`config.mk`:
```
export PLATFORM = sky130hd
export DESIGN_NAME = chc_regs
export DESIGN_NICKNAME = d
export VERILOG_FILES = /design/src/core/chc_pkg.sv /design/src/core/chc_cal_loop.sv /design/src/core/chc_green_filter.sv /design/src/core/chc_regs.sv
export SDC_FILE = /design/constraint.sdc
export NUM_CORES = 1
export LEC_CHECK = 0
export ABC_AREA = 1
export BUFFER_PORTS_ARGS = -buffer_cell sky130_fd_sc_hd__buf_2
export CAP_MARGIN = 40
export CORE_AREA = 2 2 101 103
export DETAILED_ROUTE_END_ITERATION = 6
export DIE_AREA = 0 0 103 105
export GPL_TIMING_DRIVEN = 0
export PLACE_DENSITY = 0.84
export SYNTH_ARGS = -nofsm -noshare
export SYNTH_HDL_FRONTEND = slang
export SYNTH_SLANG_ARGS = --single-unit
```
`constraint.sdc`:
```
create_clock -name clk_i -period 5.9 [get_ports clk_i]
set_clock_uncertainty 0.1 [all_clocks]
set_input_delay 0.885 -clock clk_i [delete_from_list [all_inputs] [get_ports clk_i]]
set_output_delay 0.885 -clock clk_i [all_outputs]
set_load 0.01 [all_outputs]
```
`src/core/chc_pkg.sv`:
```
// package for the calibration and hold control register bank
// assumes one 125 MHz clock and a plain address/strobe register port
package chc_pkg;

  // ------------------------------------------------------------------
  // register offsets
  // ------------------------------------------------------------------
  localparam logic [7:0] ADDR_LINE_COUNT_HIGH  = 8'h26;
  localparam logic [7:0] ADDR_LINE_COUNT_LOW   = 8'h27;
  localparam logic [7:0] ADDR_TEST_VALUE_ONE   = 8'h28;
  localparam logic [7:0] ADDR_TEST_VALUE_TWO   = 8'h29;
  localparam logic [7:0] ADDR_RESERVED_THREE   = 8'h2A;
  localparam logic [7:0] ADDR_RESERVED_FOUR    = 8'h2B;
  localparam logic [7:0] ADDR_OFFSET_HOLD      = 8'h2C;
  localparam logic [7:0] ADDR_TEST_VALUE_FIVE  = 8'h2D;
  localparam logic [7:0] ADDR_TEST_VALUE_SIX   = 8'h2E;
  localparam logic [7:0] ADDR_GREEN_FILTER     = 8'h34;
  localparam logic [7:0] ADDR_OSC_GEAR         = 8'h36;
  localparam logic [7:0] ADDR_GAIN_MATCH       = 8'h3C;

  // ------------------------------------------------------------------
  // field positions and codes
  // ------------------------------------------------------------------
  localparam int         LINE_COUNT_W          = 12;
  localparam int         LINE_LOW_MSB          = 7;
  localparam int         LINE_LOW_LSB          = 4;
  localparam int         OFFSET_HOLD_BIT       = 4;
  localparam int         GREEN_FILTER_BIT      = 2;
  localparam int         OSC_GEAR_BIT          = 0;
  localparam int         GAIN_HOLD_BIT         = 3;
  localparam int         GAIN_EN_MSB           = 2;
  localparam logic [2:0] GAIN_EN_OFF           = 3'h0;
  localparam logic [2:0] GAIN_EN_ON            = 3'h6;
  localparam logic [7:0] RESERVED_READ_VALUE   = 8'h00;
  localparam logic [7:0] UNMAPPED_READ_VALUE   = 8'h00;

  // ------------------------------------------------------------------
  // reset values
  // ------------------------------------------------------------------
  localparam logic [7:0] RST_TEST_VALUE        = 8'h00;
  localparam logic [7:0] RST_OFFSET_HOLD       = 8'h00;
  localparam logic [7:0] RST_GAIN_MATCH        = 8'h00;
  localparam logic       RST_GREEN_FILTER      = 1'b0;
  localparam logic       RST_OSC_GEAR          = 1'b0;

  // ------------------------------------------------------------------
  // timing
  // ------------------------------------------------------------------
  localparam int         CLK_PERIOD_NS         = 8;
  localparam int         GREEN_MIN_PULSE_NS    = 250;
  localparam int         GREEN_MIN_CYC         = (GREEN_MIN_PULSE_NS + CLK_PERIOD_NS - 1)
                                                 / CLK_PERIOD_NS;
  localparam int         SETTLE_UPDATES        = 10;
  localparam int         CAL_W                 = 10;

  // ------------------------------------------------------------------
  // carriers
  // ------------------------------------------------------------------
  typedef struct packed {
    logic [7:0] addr;
    logic [7:0] wdata;
    logic       wr;
    logic       rd;
  } chc_bus_req_s;

endpackage : chc_pkg

```
`src/core/chc_cal_loop.sv`:
```
// one automatic calibration loop with hold and settle tracking
// assumes tick_i is a one-cycle pulse per horizontal sync on clk_i
`timescale 1ns/1ns
module chc_cal_loop
  import chc_pkg::*;
(
  // clock and reset
  input  wire logic             clk_i,
  input  wire logic             rst_i,
  // control
  input  wire logic             run_i,
  input  wire logic             tick_i,
  input  wire logic [7:0]       interval_i,
  input  wire logic [CAL_W-1:0] estimate_i,
  // results
  output logic      [CAL_W-1:0] value_o,
  output logic                  settled_o
);

  // ------------------------------------------------------------------
  // update interval and settle count
  // ------------------------------------------------------------------
  localparam logic [3:0] SETTLE_N = 4'(SETTLE_UPDATES);

  logic [7:0] sync_cnt;
  logic [3:0] upd_cnt;
  wire  [7:0] last_cnt = (interval_i == 8'h00) ? 8'h00 : interval_i - 8'h01;
  wire        update   = run_i && tick_i && (sync_cnt >= last_cnt);

  always_ff @(posedge clk_i) begin
    if (rst_i) begin
      sync_cnt  <= 8'h00;
      upd_cnt   <= 4'h0;
      value_o   <= '0;
      settled_o <= 1'b0;
    end else if (!run_i) begin
      sync_cnt  <= 8'h00;
      upd_cnt   <= 4'h0;
      settled_o <= 1'b0;
    end else if (update) begin
      sync_cnt  <= 8'h00;
      value_o   <= estimate_i;
      upd_cnt   <= (upd_cnt == SETTLE_N) ? upd_cnt : upd_cnt + 4'h1;
      settled_o <= (upd_cnt >= SETTLE_N - 4'h1);
    end else if (tick_i) begin
      sync_cnt  <= sync_cnt + 8'h01;
    end
  end

  AST_CAL_HOLD_FREEZES: assert property (@(posedge clk_i) disable iff (rst_i)
    (!run_i && $past(!run_i)) |-> $stable(value_o))
    else $error("calibration value moved while held");

  AST_CAL_SETTLE_TEN: assert property (@(posedge clk_i) disable iff (rst_i)
    $rose(settled_o) |-> $past(upd_cnt) == 4'h9 && $past(update))
    else $error("settle flag not raised on the tenth update");

endmodule : chc_cal_loop

```
`src/core/chc_green_filter.sv`:
```
// sync-on-green pulse width filter
// assumes its input is already synchronised to clk_i
`timescale 1ns/1ns
module chc_green_filter
  import chc_pkg::*;
(
  // clock and reset
  input  wire logic clk_i,
  input  wire logic rst_i,
  // control
  input  wire logic enable_i,
  // sync path
  input  wire logic sync_i,
  output logic      sync_o
);

  // ------------------------------------------------------------------
  // width qualification
  // ------------------------------------------------------------------
  localparam logic [5:0] LAST_CYC = 6'(GREEN_MIN_CYC - 1);

  logic [5:0] run_cnt;
  wire        differs  = (sync_i != sync_o);
  wire        accepted = differs && (run_cnt == LAST_CYC);

  // with the filter enabled, a level must persist for the minimum width before it reaches the pll; disabled, it passes at once
  always_ff @(posedge clk_i) begin
    if (rst_i) begin
      run_cnt <= 6'h00;
      sync_o  <= 1'b0;
    end else if (!enable_i) begin
      run_cnt <= 6'h00;
      sync_o  <= sync_i;
    end else if (!differs || accepted) begin
      run_cnt <= 6'h00;
      sync_o  <= accepted ? sync_i : sync_o;
    end else begin
      run_cnt <= run_cnt + 6'h01;
    end
  end

  AST_GREEN_NARROW_BLOCKED: assert property (@(posedge clk_i) disable iff (rst_i)
    (enable_i && $past(enable_i) && $changed(sync_o)) |->
      ($past(sync_i, 1) == sync_o) && ($past(sync_i, 32) == sync_o) &&
      ($past(sync_i, 2) == sync_o))
    else $error("green sync passed a pulse narrower than the minimum");

endmodule : chc_green_filter

```
`src/core/chc_regs.sv`:
```
// calibration hold control register bank, top level
// assumes line_count_i and estimates come from logic on clk_i; sync pins are asynchronous
//
// Function
// - 0x27 bits 7:4 show count low nibble
// - 0x26 shows count upper eight bits
// - 0x2A and 0x2B read only, writes ignored
// - offset hold freezes offset loop values
// - offset loop settles within ten updates
// - green filter blocks pulses under 250 ns
// - gear bit selects low oscillator gear
// - gain hold one runs, zero freezes
// - gain loop settles within ten updates
// - gain enable 000 off, 110 on
//
// The implementer's own choice: the strobed register port.
`timescale 1ns/1ns
module chc_regs
  import chc_pkg::*;
(
  // clock and reset
  input  wire logic                    clk_i,
  input  wire logic                    rst_i,
  // register port
  input  wire chc_pkg::chc_bus_req_s   bus_i,
  output logic               [7:0]     rdata_o,
  // sync processor and loop inputs
  input  wire logic [chc_pkg::LINE_COUNT_W-1:0] line_count_i,
  input  wire logic                    hsync_pin_i,
  input  wire logic                    green_sync_pin_i,
  input  wire logic                    offset_auto_en_i,
  input  wire logic [7:0]              offset_interval_i,
  input  wire logic [7:0]              gain_interval_i,
  input  wire logic [chc_pkg::CAL_W-1:0] offset_estimate_i,
  input  wire logic [chc_pkg::CAL_W-1:0] gain_estimate_i,
  // controls and results
  output logic                         green_sync_o,
  output logic                         osc_low_gear_o,
  output logic [chc_pkg::CAL_W-1:0]    offset_value_o,
  output logic                         offset_settled_o,
  output logic [chc_pkg::CAL_W-1:0]    gain_value_o,
  output logic                         gain_settled_o
);

  import chc_pkg::*;

  // ------------------------------------------------------------------
  // pin synchronisers
  // ------------------------------------------------------------------
  logic hsync_meta;
  logic hsync_sync;
  logic hsync_prev;
  logic green_meta;
  logic green_sync;

  always_ff @(posedge clk_i) begin
    if (rst_i) begin
      hsync_meta <= 1'b0;
      hsync_sync <= 1'b0;
      hsync_prev <= 1'b0;
      green_meta <= 1'b0;
      green_sync <= 1'b0;
    end else begin
      hsync_meta <= hsync_pin_i;
      hsync_sync <= hsync_meta;
      hsync_prev <= hsync_sync;
      green_meta <= green_sync_pin_i;
      green_sync <= green_meta;
    end
  end

  // one pulse per horizontal sync leading edge
  wire hsync_tick = hsync_sync && !hsync_prev;

  // ------------------------------------------------------------------
  // write decode
  // ------------------------------------------------------------------
  function automatic logic hit(input logic [7:0] a, input logic [7:0] want);
    hit = (a == want);
  endfunction : hit

  wire wr_test_one   = bus_i.wr && hit(bus_i.addr, ADDR_TEST_VALUE_ONE);
  wire wr_test_two   = bus_i.wr && hit(bus_i.addr, ADDR_TEST_VALUE_TWO);
  wire wr_offset     = bus_i.wr && hit(bus_i.addr, ADDR_OFFSET_HOLD);
  wire wr_test_five  = bus_i.wr && hit(bus_i.addr, ADDR_TEST_VALUE_FIVE);
  wire wr_test_six   = bus_i.wr && hit(bus_i.addr, ADDR_TEST_VALUE_SIX);
  wire wr_green      = bus_i.wr && hit(bus_i.addr, ADDR_GREEN_FILTER);
  wire wr_gear       = bus_i.wr && hit(bus_i.addr, ADDR_OSC_GEAR);
  wire wr_gain       = bus_i.wr && hit(bus_i.addr, ADDR_GAIN_MATCH);

  // ------------------------------------------------------------------
  // storage
  // ------------------------------------------------------------------
  logic [7:0] test_value_one;
  logic [7:0] test_value_two;
  logic [7:0] offset_hold_control;
  logic [7:0] test_value_five;
  logic [7:0] test_value_six;
  logic       green_filter_en;
  logic       osc_gear;
  logic [7:0] gain_match_control;

  // reserved read registers hold no storage, so writes cannot land
  always_ff @(posedge clk_i) begin
    if (rst_i) begin
      test_value_one      <= RST_TEST_VALUE;
      test_value_two      <= RST_TEST_VALUE;
      offset_hold_control <= RST_OFFSET_HOLD;
      test_value_five     <= RST_TEST_VALUE;
      test_value_six      <= RST_TEST_VALUE;
      green_filter_en     <= RST_GREEN_FILTER;
      osc_gear            <= RST_OSC_GEAR;
      gain_match_control  <= RST_GAIN_MATCH;
    end else begin
      if (wr_test_one) begin
        test_value_one <= bus_i.wdata;
      end
      if (wr_test_two) begin
        test_value_two <= bus_i.wdata;
      end
      if (wr_offset) begin
        offset_hold_control <= bus_i.wdata;
      end
      if (wr_test_five) begin
        test_value_five <= bus_i.wdata;
      end
      if (wr_test_six) begin
        test_value_six <= bus_i.wdata;
      end
      if (wr_green) begin
        green_filter_en <= bus_i.wdata[GREEN_FILTER_BIT];
      end
      if (wr_gear) begin
        osc_gear <= bus_i.wdata[OSC_GEAR_BIT];
      end
      if (wr_gain) begin
        gain_match_control <= bus_i.wdata;
      end
    end
  end

  // ------------------------------------------------------------------
  // loop control decode
  // ------------------------------------------------------------------
  wire [2:0] gain_en_field = gain_match_control[GAIN_EN_MSB:0];
  // codes other than the enable code leave gain matching off
  wire       gain_enabled  = (gain_en_field == GAIN_EN_ON);
  wire       gain_run      = gain_enabled && gain_match_control[GAIN_HOLD_BIT];
  wire       offset_run    = offset_auto_en_i && !offset_hold_control[OFFSET_HOLD_BIT];

  // ------------------------------------------------------------------
  // calibration loops
  // ------------------------------------------------------------------
  chc_cal_loop u_offset_loop (
    .clk_i      (clk_i),
    .rst_i      (rst_i),
    .run_i      (offset_run),
    .tick_i     (hsync_tick),
    .interval_i (offset_interval_i),
    .estimate_i (offset_estimate_i),
    .value_o    (offset_value_o),
    .settled_o  (offset_settled_o)
  );

  chc_cal_loop u_gain_loop (
    .clk_i      (clk_i),
    .rst_i      (rst_i),
    .run_i      (gain_run),
    .tick_i     (hsync_tick),
    .interval_i (gain_interval_i),
    .estimate_i (gain_estimate_i),
    .value_o    (gain_value_o),
    .settled_o  (gain_settled_o)
  );

  // ------------------------------------------------------------------
  // green sync filter and gear output
  // ------------------------------------------------------------------
  chc_green_filter u_green_filter (
    .clk_i    (clk_i),
    .rst_i    (rst_i),
    .enable_i (green_filter_en),
    .sync_i   (green_sync),
    .sync_o   (green_sync_o)
  );

  assign osc_low_gear_o = osc_gear;

  // ------------------------------------------------------------------
  // read mux
  // ------------------------------------------------------------------
  wire [7:0] line_high_view = line_count_i[LINE_COUNT_W-1:LINE_LOW_LSB];
  wire [7:0] line_low_view  = {line_count_i[LINE_LOW_MSB-LINE_LOW_LSB:0], 4'h0};
  wire [7:0] green_view     = 8'(32'(green_filter_en) << GREEN_FILTER_BIT);
  wire [7:0] gear_view      = 8'(32'(osc_gear) << OSC_GEAR_BIT);

  logic [7:0] read_view;

  always_comb begin
    unique case (bus_i.addr)
      ADDR_LINE_COUNT_HIGH: read_view = line_high_view;
      ADDR_LINE_COUNT_LOW:  read_view = line_low_view;
      ADDR_TEST_VALUE_ONE:  read_view = test_value_one;
      ADDR_TEST_VALUE_TWO:  read_view = test_value_two;
      ADDR_RESERVED_THREE:  read_view = RESERVED_READ_VALUE;
      ADDR_RESERVED_FOUR:   read_view = RESERVED_READ_VALUE;
      ADDR_OFFSET_HOLD:     read_view = offset_hold_control;
      ADDR_TEST_VALUE_FIVE: read_view = test_value_five;
      ADDR_TEST_VALUE_SIX:  read_view = test_value_six;
      ADDR_GREEN_FILTER:    read_view = green_view;
      ADDR_OSC_GEAR:        read_view = gear_view;
      ADDR_GAIN_MATCH:      read_view = gain_match_control;
      default:              read_view = UNMAPPED_READ_VALUE;
    endcase
  end

  // read data stand only in the cycle after the strobe
  always_ff @(posedge clk_i) begin
    if (rst_i) begin
      rdata_o <= 8'h00;
    end else begin
      rdata_o <= bus_i.rd ? read_view : 8'h00;
    end
  end

  // ------------------------------------------------------------------
  // checks
  // ------------------------------------------------------------------
  AST_LINE_LOW_READ: assert property (@(posedge clk_i) disable iff (rst_i)
    (bus_i.rd && bus_i.addr == ADDR_LINE_COUNT_LOW) |=>
      rdata_o == {$past(line_count_i[3:0]), 4'h0})
    else $error("low count read does not show the low nibble");

  AST_LINE_HIGH_READ: assert property (@(posedge clk_i) disable iff (rst_i)
    (bus_i.rd && bus_i.addr == ADDR_LINE_COUNT_HIGH) |=>
      rdata_o == $past(line_count_i[11:4]))
    else $error("high count read does not show the upper bits");

  AST_RESERVED_READ_ZERO: assert property (@(posedge clk_i) disable iff (rst_i)
    (bus_i.rd && (bus_i.addr == ADDR_RESERVED_THREE || bus_i.addr == ADDR_RESERVED_FOUR))
      |=> rdata_o == 8'h00)
    else $error("reserved register read back a written value");

  AST_OFFSET_HOLD_FREEZE: assert property (@(posedge clk_i) disable iff (rst_i)
    (offset_hold_control[OFFSET_HOLD_BIT] && $past(offset_hold_control[OFFSET_HOLD_BIT]))
      |-> $stable(offset_value_o))
    else $error("offset value changed while hold is set");

  AST_GAIN_HOLD_FREEZE: assert property (@(posedge clk_i) disable iff (rst_i)
    (!gain_match_control[GAIN_HOLD_BIT] && $past(!gain_match_control[GAIN_HOLD_BIT]))
      |-> $stable(gain_value_o))
    else $error("gain value changed while hold is clear");

  AST_GAIN_ENABLE_CODE: assert property (@(posedge clk_i) disable iff (rst_i)
    (gain_en_field == GAIN_EN_OFF) |-> !gain_run ##1 (gain_settled_o == 1'b0))
    else $error("gain loop running with enable field off");

  AST_GEAR_FOLLOWS: assert property (@(posedge clk_i) disable iff (rst_i)
    wr_gear |=> osc_low_gear_o == $past(bus_i.wdata[OSC_GEAR_BIT]))
    else $error("gear output does not follow the written bit");

  AST_GREEN_DEFAULT_OFF: assert property (@(posedge clk_i)
    $past(rst_i) |-> !green_filter_en)
    else $error("green filter not off after reset");

  AST_GREEN_ENABLE_WRITE: assert property (@(posedge clk_i) disable iff (rst_i)
    wr_green |=> green_filter_en == $past(bus_i.wdata[GREEN_FILTER_BIT]))
    else $error("green filter enable does not take the written bit");

  AST_GEAR_STEADY: assert property (@(posedge clk_i) disable iff (rst_i)
    !wr_gear |=> $stable(osc_low_gear_o))
    else $error("gear output moved without a write");

  AST_OFFSET_RUN_UPDATES: assert property (@(posedge clk_i) disable iff (rst_i)
    (offset_run && hsync_tick && offset_interval_i == 8'h01) |=>
      offset_value_o == $past(offset_estimate_i))
    else $error("running offset loop did not take the estimate");

  AST_GAIN_RUN_UPDATES: assert property (@(posedge clk_i) disable iff (rst_i)
    (gain_run && hsync_tick && gain_interval_i == 8'h01) |=>
      gain_value_o == $past(gain_estimate_i))
    else $error("running gain loop did not take the estimate");

  AST_GAIN_CODE_HOLDS: assert property (@(posedge clk_i) disable iff (rst_i)
    (gain_en_field != GAIN_EN_ON && $past(gain_en_field != GAIN_EN_ON))
      |-> $stable(gain_value_o))
    else $error("gain value moved without the enable code");

  AST_OFFSET_SETTLED_DROPS: assert property (@(posedge clk_i) disable iff (rst_i)
    !offset_run |=> !offset_settled_o)
    else $error("offset settle flag stayed up after the loop stopped");

endmodule : chc_regs
```
; Yosys cells after proc, flatten, opt, wreduce, memory -nomap -nowiden
; Cells that the tools add are included.
[word_totals]
reg_bits = 116
input_bits = 71
out_inout_bits = 32
word_cells = 97
[classes]
add_sub_neg = 7
order_cmp = 4
eq_ne = 17
n_mux = 6
bitwise_logic = 6
n_reduce_logical = 33
[op_table]
columns = cell, count
row1 = $eq A8 B6 Y1 const B, 10
row2 = $pmux W8 S10, 1
row3 = $add A8 B1 Y8 const B, 2
row4 = $ge A8 B8 Y1, 2
row5 = $logic_and A1 B1 Y1, 16
row6 = $logic_not A8 Y1, 2
row7 = $mux W8, 2
row8 = $sub A8 B1 Y8 const B, 2
row9 = $reduce_and A2 Y1, 5
row10 = $reduce_or A3 Y1, 3
row11 = $add A4 B1 Y4 const B, 2
row12 = $eq A4 B4 Y1 const B, 2
row13 = $ge A4 B4 Y1 const B, 2
row14 = $add A6 B1 Y6 const B, 1
row15 = $eq A6 B5 Y1 const B, 1
row16 = $not A1 Y1, 6
row17 = $reduce_or A2 Y1, 3
row18 = $ne A2 B1 Y1 const B, 2
row19 = $eq A3 B3 Y1 const B, 1
row20 = $logic_not A1 Y1, 3
row21 = $mux W1, 3
row22 = $logic_or A1 B1 Y1, 1
row23 = $ne A1 B1 Y1, 1

; Longest topological paths before layout
[depth]
word_depth = 5
ltp_mapped = 20

; By module
; A second synthesis with hierarchy kept.
[hier_totals]
cells_unflattened = 829
area_unflattened_um2 = 5987.0
[by_module_without_submodules]
columns = module, n_inst, cells_per_inst, area_per_inst_um2, seq_area_each_um2
row1 = chc_regs, 1, 395, 2850.2, 1261.2
row2 = chc_cal_loop at u_gain_loop, 1, 198, 1415.1, 460.4
row3 = chc_cal_loop at u_offset_loop, 1, 195, 1408.9, 460.4
row4 = chc_green_filter, 1, 41, 312.8, 140.1

; Worst setup path after synthesis
; No wires, ideal clock.
[synth_path]
path_type = input port to flip-flop
startpoint = in offset_interval_i[0]
endpoint = reg u_offset_loop.value_o[1]
setup_time_ns = 0.116
arrival_ns = 2.824
t_required_ns = 5.684
path_slack_ns = 2.860
cell_stages = 19
cell_sequence = inv_1 ha_1 inv_1 nor3_1 nand2_1 nor3_1 or2_2 ha_1 nand2_1 nor2_1 nor2_1 nand2_1 nand2_1 nand2_1 nand2_1 inv_1 buf_2 nor2_1 nor2_1
[synth_between]
elab_chain_cells = 5
[synth_lines]
columns = element, line_no
row1 = start: declaration, chc_regs.sv:32  ; input wire logic [7:0] offset_interval_i,
row2 = $sub A8 B1 Y8 or $logic_not A8 Y1 (tied branches), chc_cal_loop.sv:27  ; wire [7:0] last_cnt = (interval_i == 8'h00) ? 8'h00 : interval_i - 8'h01;
row3 = $mux W8 *, chc_cal_loop.sv:27
row4 = $ge A8 B8 Y1 *, chc_cal_loop.sv:28  ; wire update = run_i && tick_i && (sync_cnt >= last_cnt);
row5 = $logic_and A1 B1 Y1 *, chc_cal_loop.sv:28
row6 = $reduce_and A2 Y1 (no source line) *, --
row7 = end signal: assignment, chc_cal_loop.sv:42  ; value_o <= estimate_i;
row8 = end: declaration, chc_cal_loop.sv:16  ; output logic [CAL_W-1:0] value_o,
; Every way passes the cells marked *; elsewhere a longest branch is shown, timed or not.
; A chain may end at the register's enable or synchronous reset.

; Final worst setup path
[layout_path]
startpoint = in offset_interval_i[0]
endpoint = reg u_offset_loop.value_o[4]
; The elaborated chain is that of the path after synthesis.

==> flow_summary.toml <==
[outcome]
status = "finished with violations"
violations = "design-rule violations"

[die]
core_area_mm2 = 0.00964
die_h_um = 105
io_pins = 103
rows = 36
die_w_um = 103
initial_core_util_pct = 59.8
die-area_mm2 = 0.0108

[synthesis]
ys.flop_type = "dfxtp_1"
synthCells = 813
synth_edf_count = 0
yosys.area.top_type = "dfxtp_1"
ys_warn_count = 0
synth.distinct_cells = 27
seq_area_frac_synth_pct = 40.3
synth_seq_cells = 116
async_flop_share_pct = 0
synthTopCellsByCount = "138 x nand2_1, 116 x dfxtp_1, 116 x nor2_1"
synth_top_area_share_pct = 40.3
avgSynthCellArea_um2 = 7.09
syn_nets = 913
syn_area_mm2 = 0.00576
yosys-top-cells-area = "dfxtp_1 40%, nand2_1 9.0%, nor2_1 7.6%"
yosysMostFrequentCell = "nand2_1"

[clocking]
hold_buffers = 0
clockRootBuffer = "clkbuf_8"
cts_sinks = 116
cts_buffers = 17
cts-resized-gates = 0
htree_levels = 4
clk_path_buf_depth = 2
clkTransAtPathRegs_ps = 60
post_cts_buffers = 0
clock_latency_ps = 520
tritoncts = "built"

[timing]
fin_crit_sh_pct = 53.2
holdWs_ps = 309
final.min_clock_period_ps = 3140
tightest_slew_ps = 607
relSlewSlack_pct = 59.4
fmax_ghz = 0.319
tns_ps = 0
hold_viol = 0
finalMaxSlewViolations = 0
fin_ws_ps = 2760
rsz0062_at_grt = "no"
setup_viol = 0

[hold_path]
hold_path.class = "reg -> reg"
min-delay-start = "hsync_meta"
min_path_cells = 2
holdPathEnd = "hsync_sync"

[final_layout]
nNetsFinal = 1034
area_growth_pct = 21.7
n_fill_cell = 809
antenna_cells = 0
regArea_mm2 = 0.00232
layout.cells.non_filler = 1079
drive_gt1_share_pct = 16.7
multi_input_area_mm2 = 0.00296

[route]
drtIter0Drc = 600
antenna_left = 0
wire_per_inst_um = 14.3
firstDrtPassIters = 7
vias = 5847
viasPerCell = 5.42
drc = 22
wirelength_um = 15500

[grt]
grt_pass1_wl_um = 24300
grt_remaining_overflow = 0
antenna_found_initial = 0
grt_pass1_vias = 5387
grtUsageTotal_pct = 28.6
grt_max_degree = 17

[worst_setup_path]
start_kind = "input pin"
reg2reg_to = "u_gain_loop.value_o[5]"
arrival_ps = 3490
crit_type = "in -> reg"
crit_path_end_kind = "flip-flop"
cp_max_fo = 10
r2r_start = "u_gain_loop.sync_cnt[0]"
reg2reg_slack_ps = 3880
cp.required_ps = 6260
r2r.worst_path.cells = 12

[pwr]
vdd_drop_max_mv = 0.194
powerDensity_mw_per_mm2 = 268
leakage_uw = 0.00321

[placement]
pre_cts_ws_ps = 2220
port_buffers = 102
place.gp.congestion = 1.00
dp_cells = 1048
hpwl_um = 10900

[run]
maxCapViolCount = 0
==> cell usage in the layout, fill, tap and decap left out, drive strengths merged <==
cell and count:
nand2 139, nor2 120, dfxtp 116, buf 111
inv 102, nand3 78, a21oi 74, o21ai 62
clkbuf 34, ha 29, nand4 19, xor2 17
nor3 17, or2 6, nor3b 4, nand3b 4
clkinv 4, clkinvlp 3, o21a 2, bufinv 2
a21o 1, and3 1, xnor2 1
==> sequential cells by signal, summed over array words and instances, names as in the netlist, 4 cells and up <==
signal,flops
u_gain_loop.value_o,10
test_value_five,8
test_value_two,8
u_gain_loop.upd_cnt,4
u_green_filter.run_cnt,6
u_offset_loop.value_o,10
gain_match_control,8
u_gain_loop.sync_cnt,8
u_offset_loop.upd_cnt,4
offset_hold_control,8
test_value_one,8
test_value_six,8
rdata_o,8
u_offset_loop.sync_cnt,8
==> critical path, cell delays in order <==
cell,delay (ps)
buf_2,100
inv_1,60
ha_1,180
inv_1,40
nor3_1,320
nand2_1,150
nor3_1,280
or2_2,170
ha_1,240
nand2_1,70
nor2_1,40
nor2_1,70
nand2_1,60
nand2_1,60
nand2_1,110
nand2_1,130
clkbuf_1,280
o21ai_0,130
nor2_1,100
==> report_power, final <==
part / internal (uW) / leakage (uW) / switching (uW)
Clock: 639 / 0.000279 / 346
Sequential: 787 / 0.000935 / 1.49
Combinational: 38.7 / 0.00200 / 70.1
Total: 1460 / 0.00321 / 418
==> kinds of logic (layout without fill, tap and decap cells) <==
logic type | after synthesis | after routing | share of synthesized area (%)
AOI/OAI and AO/OA | 139 | 139 | 12.2
xor gates and xnor gates | 18 | 18 | 2.74
adders and majority gates | 29 | 29 | 6.30
buffers and inverters | 123 | 256 | 8.32
DFF | 116 | 116 | 40.3
and+or+nand+nor | 388 | 388 | 30.1
==> per-layer routing <==
metal	routed length (um)	track usage (%)
met5	0	0
met4	544	11.0
met3	1310	5.28
met2	7350	48.3
met1	6240	35.7
==> metrics by stage <==
step,area [um^2],utilization (%),total power (uW)
finish,7010,72.8,1880
global route,7010,72.8,1940
CTS,7010,72.8,1880
detailed placement,6440,66.8,910
global placement,6440,66.8,908
floorplan,5760,-,860
==> how the worst max path moves through the flow <==
stage / start / endpoint / slack [ps] / depth (start not counted)
finish: offset_interval_i[0] / u_offset_loop.value_o[4] / 2760 / 19
global route: offset_interval_i[0] / u_offset_loop.value_o[2] / 2350 / 19
CTS: offset_interval_i[0] / u_offset_loop.value_o[4] / 2750 / 19
detailed placement: offset_interval_i[0] / u_offset_loop.value_o[0] / 2220 / 19
global placement: offset_interval_i[0] / u_offset_loop.value_o[4] / 2300 / 19
floorplan: offset_interval_i[0] / u_offset_loop.value_o[1] / 2860 / 19
==> final cells by class <==
type,count,share of cell area (%)
Timing Repair Buffer,102,7.28
Tap cell,133,2.37
Inverter,102,5.46
Sequential cell,116,33.1
Clock inverter,9,1.46
Clock buffer,22,6.74
Buffer,21,1.37
Multi-Input combinational cell,574,42.2
No activity file was read; power rests on OpenSTA's default activity.
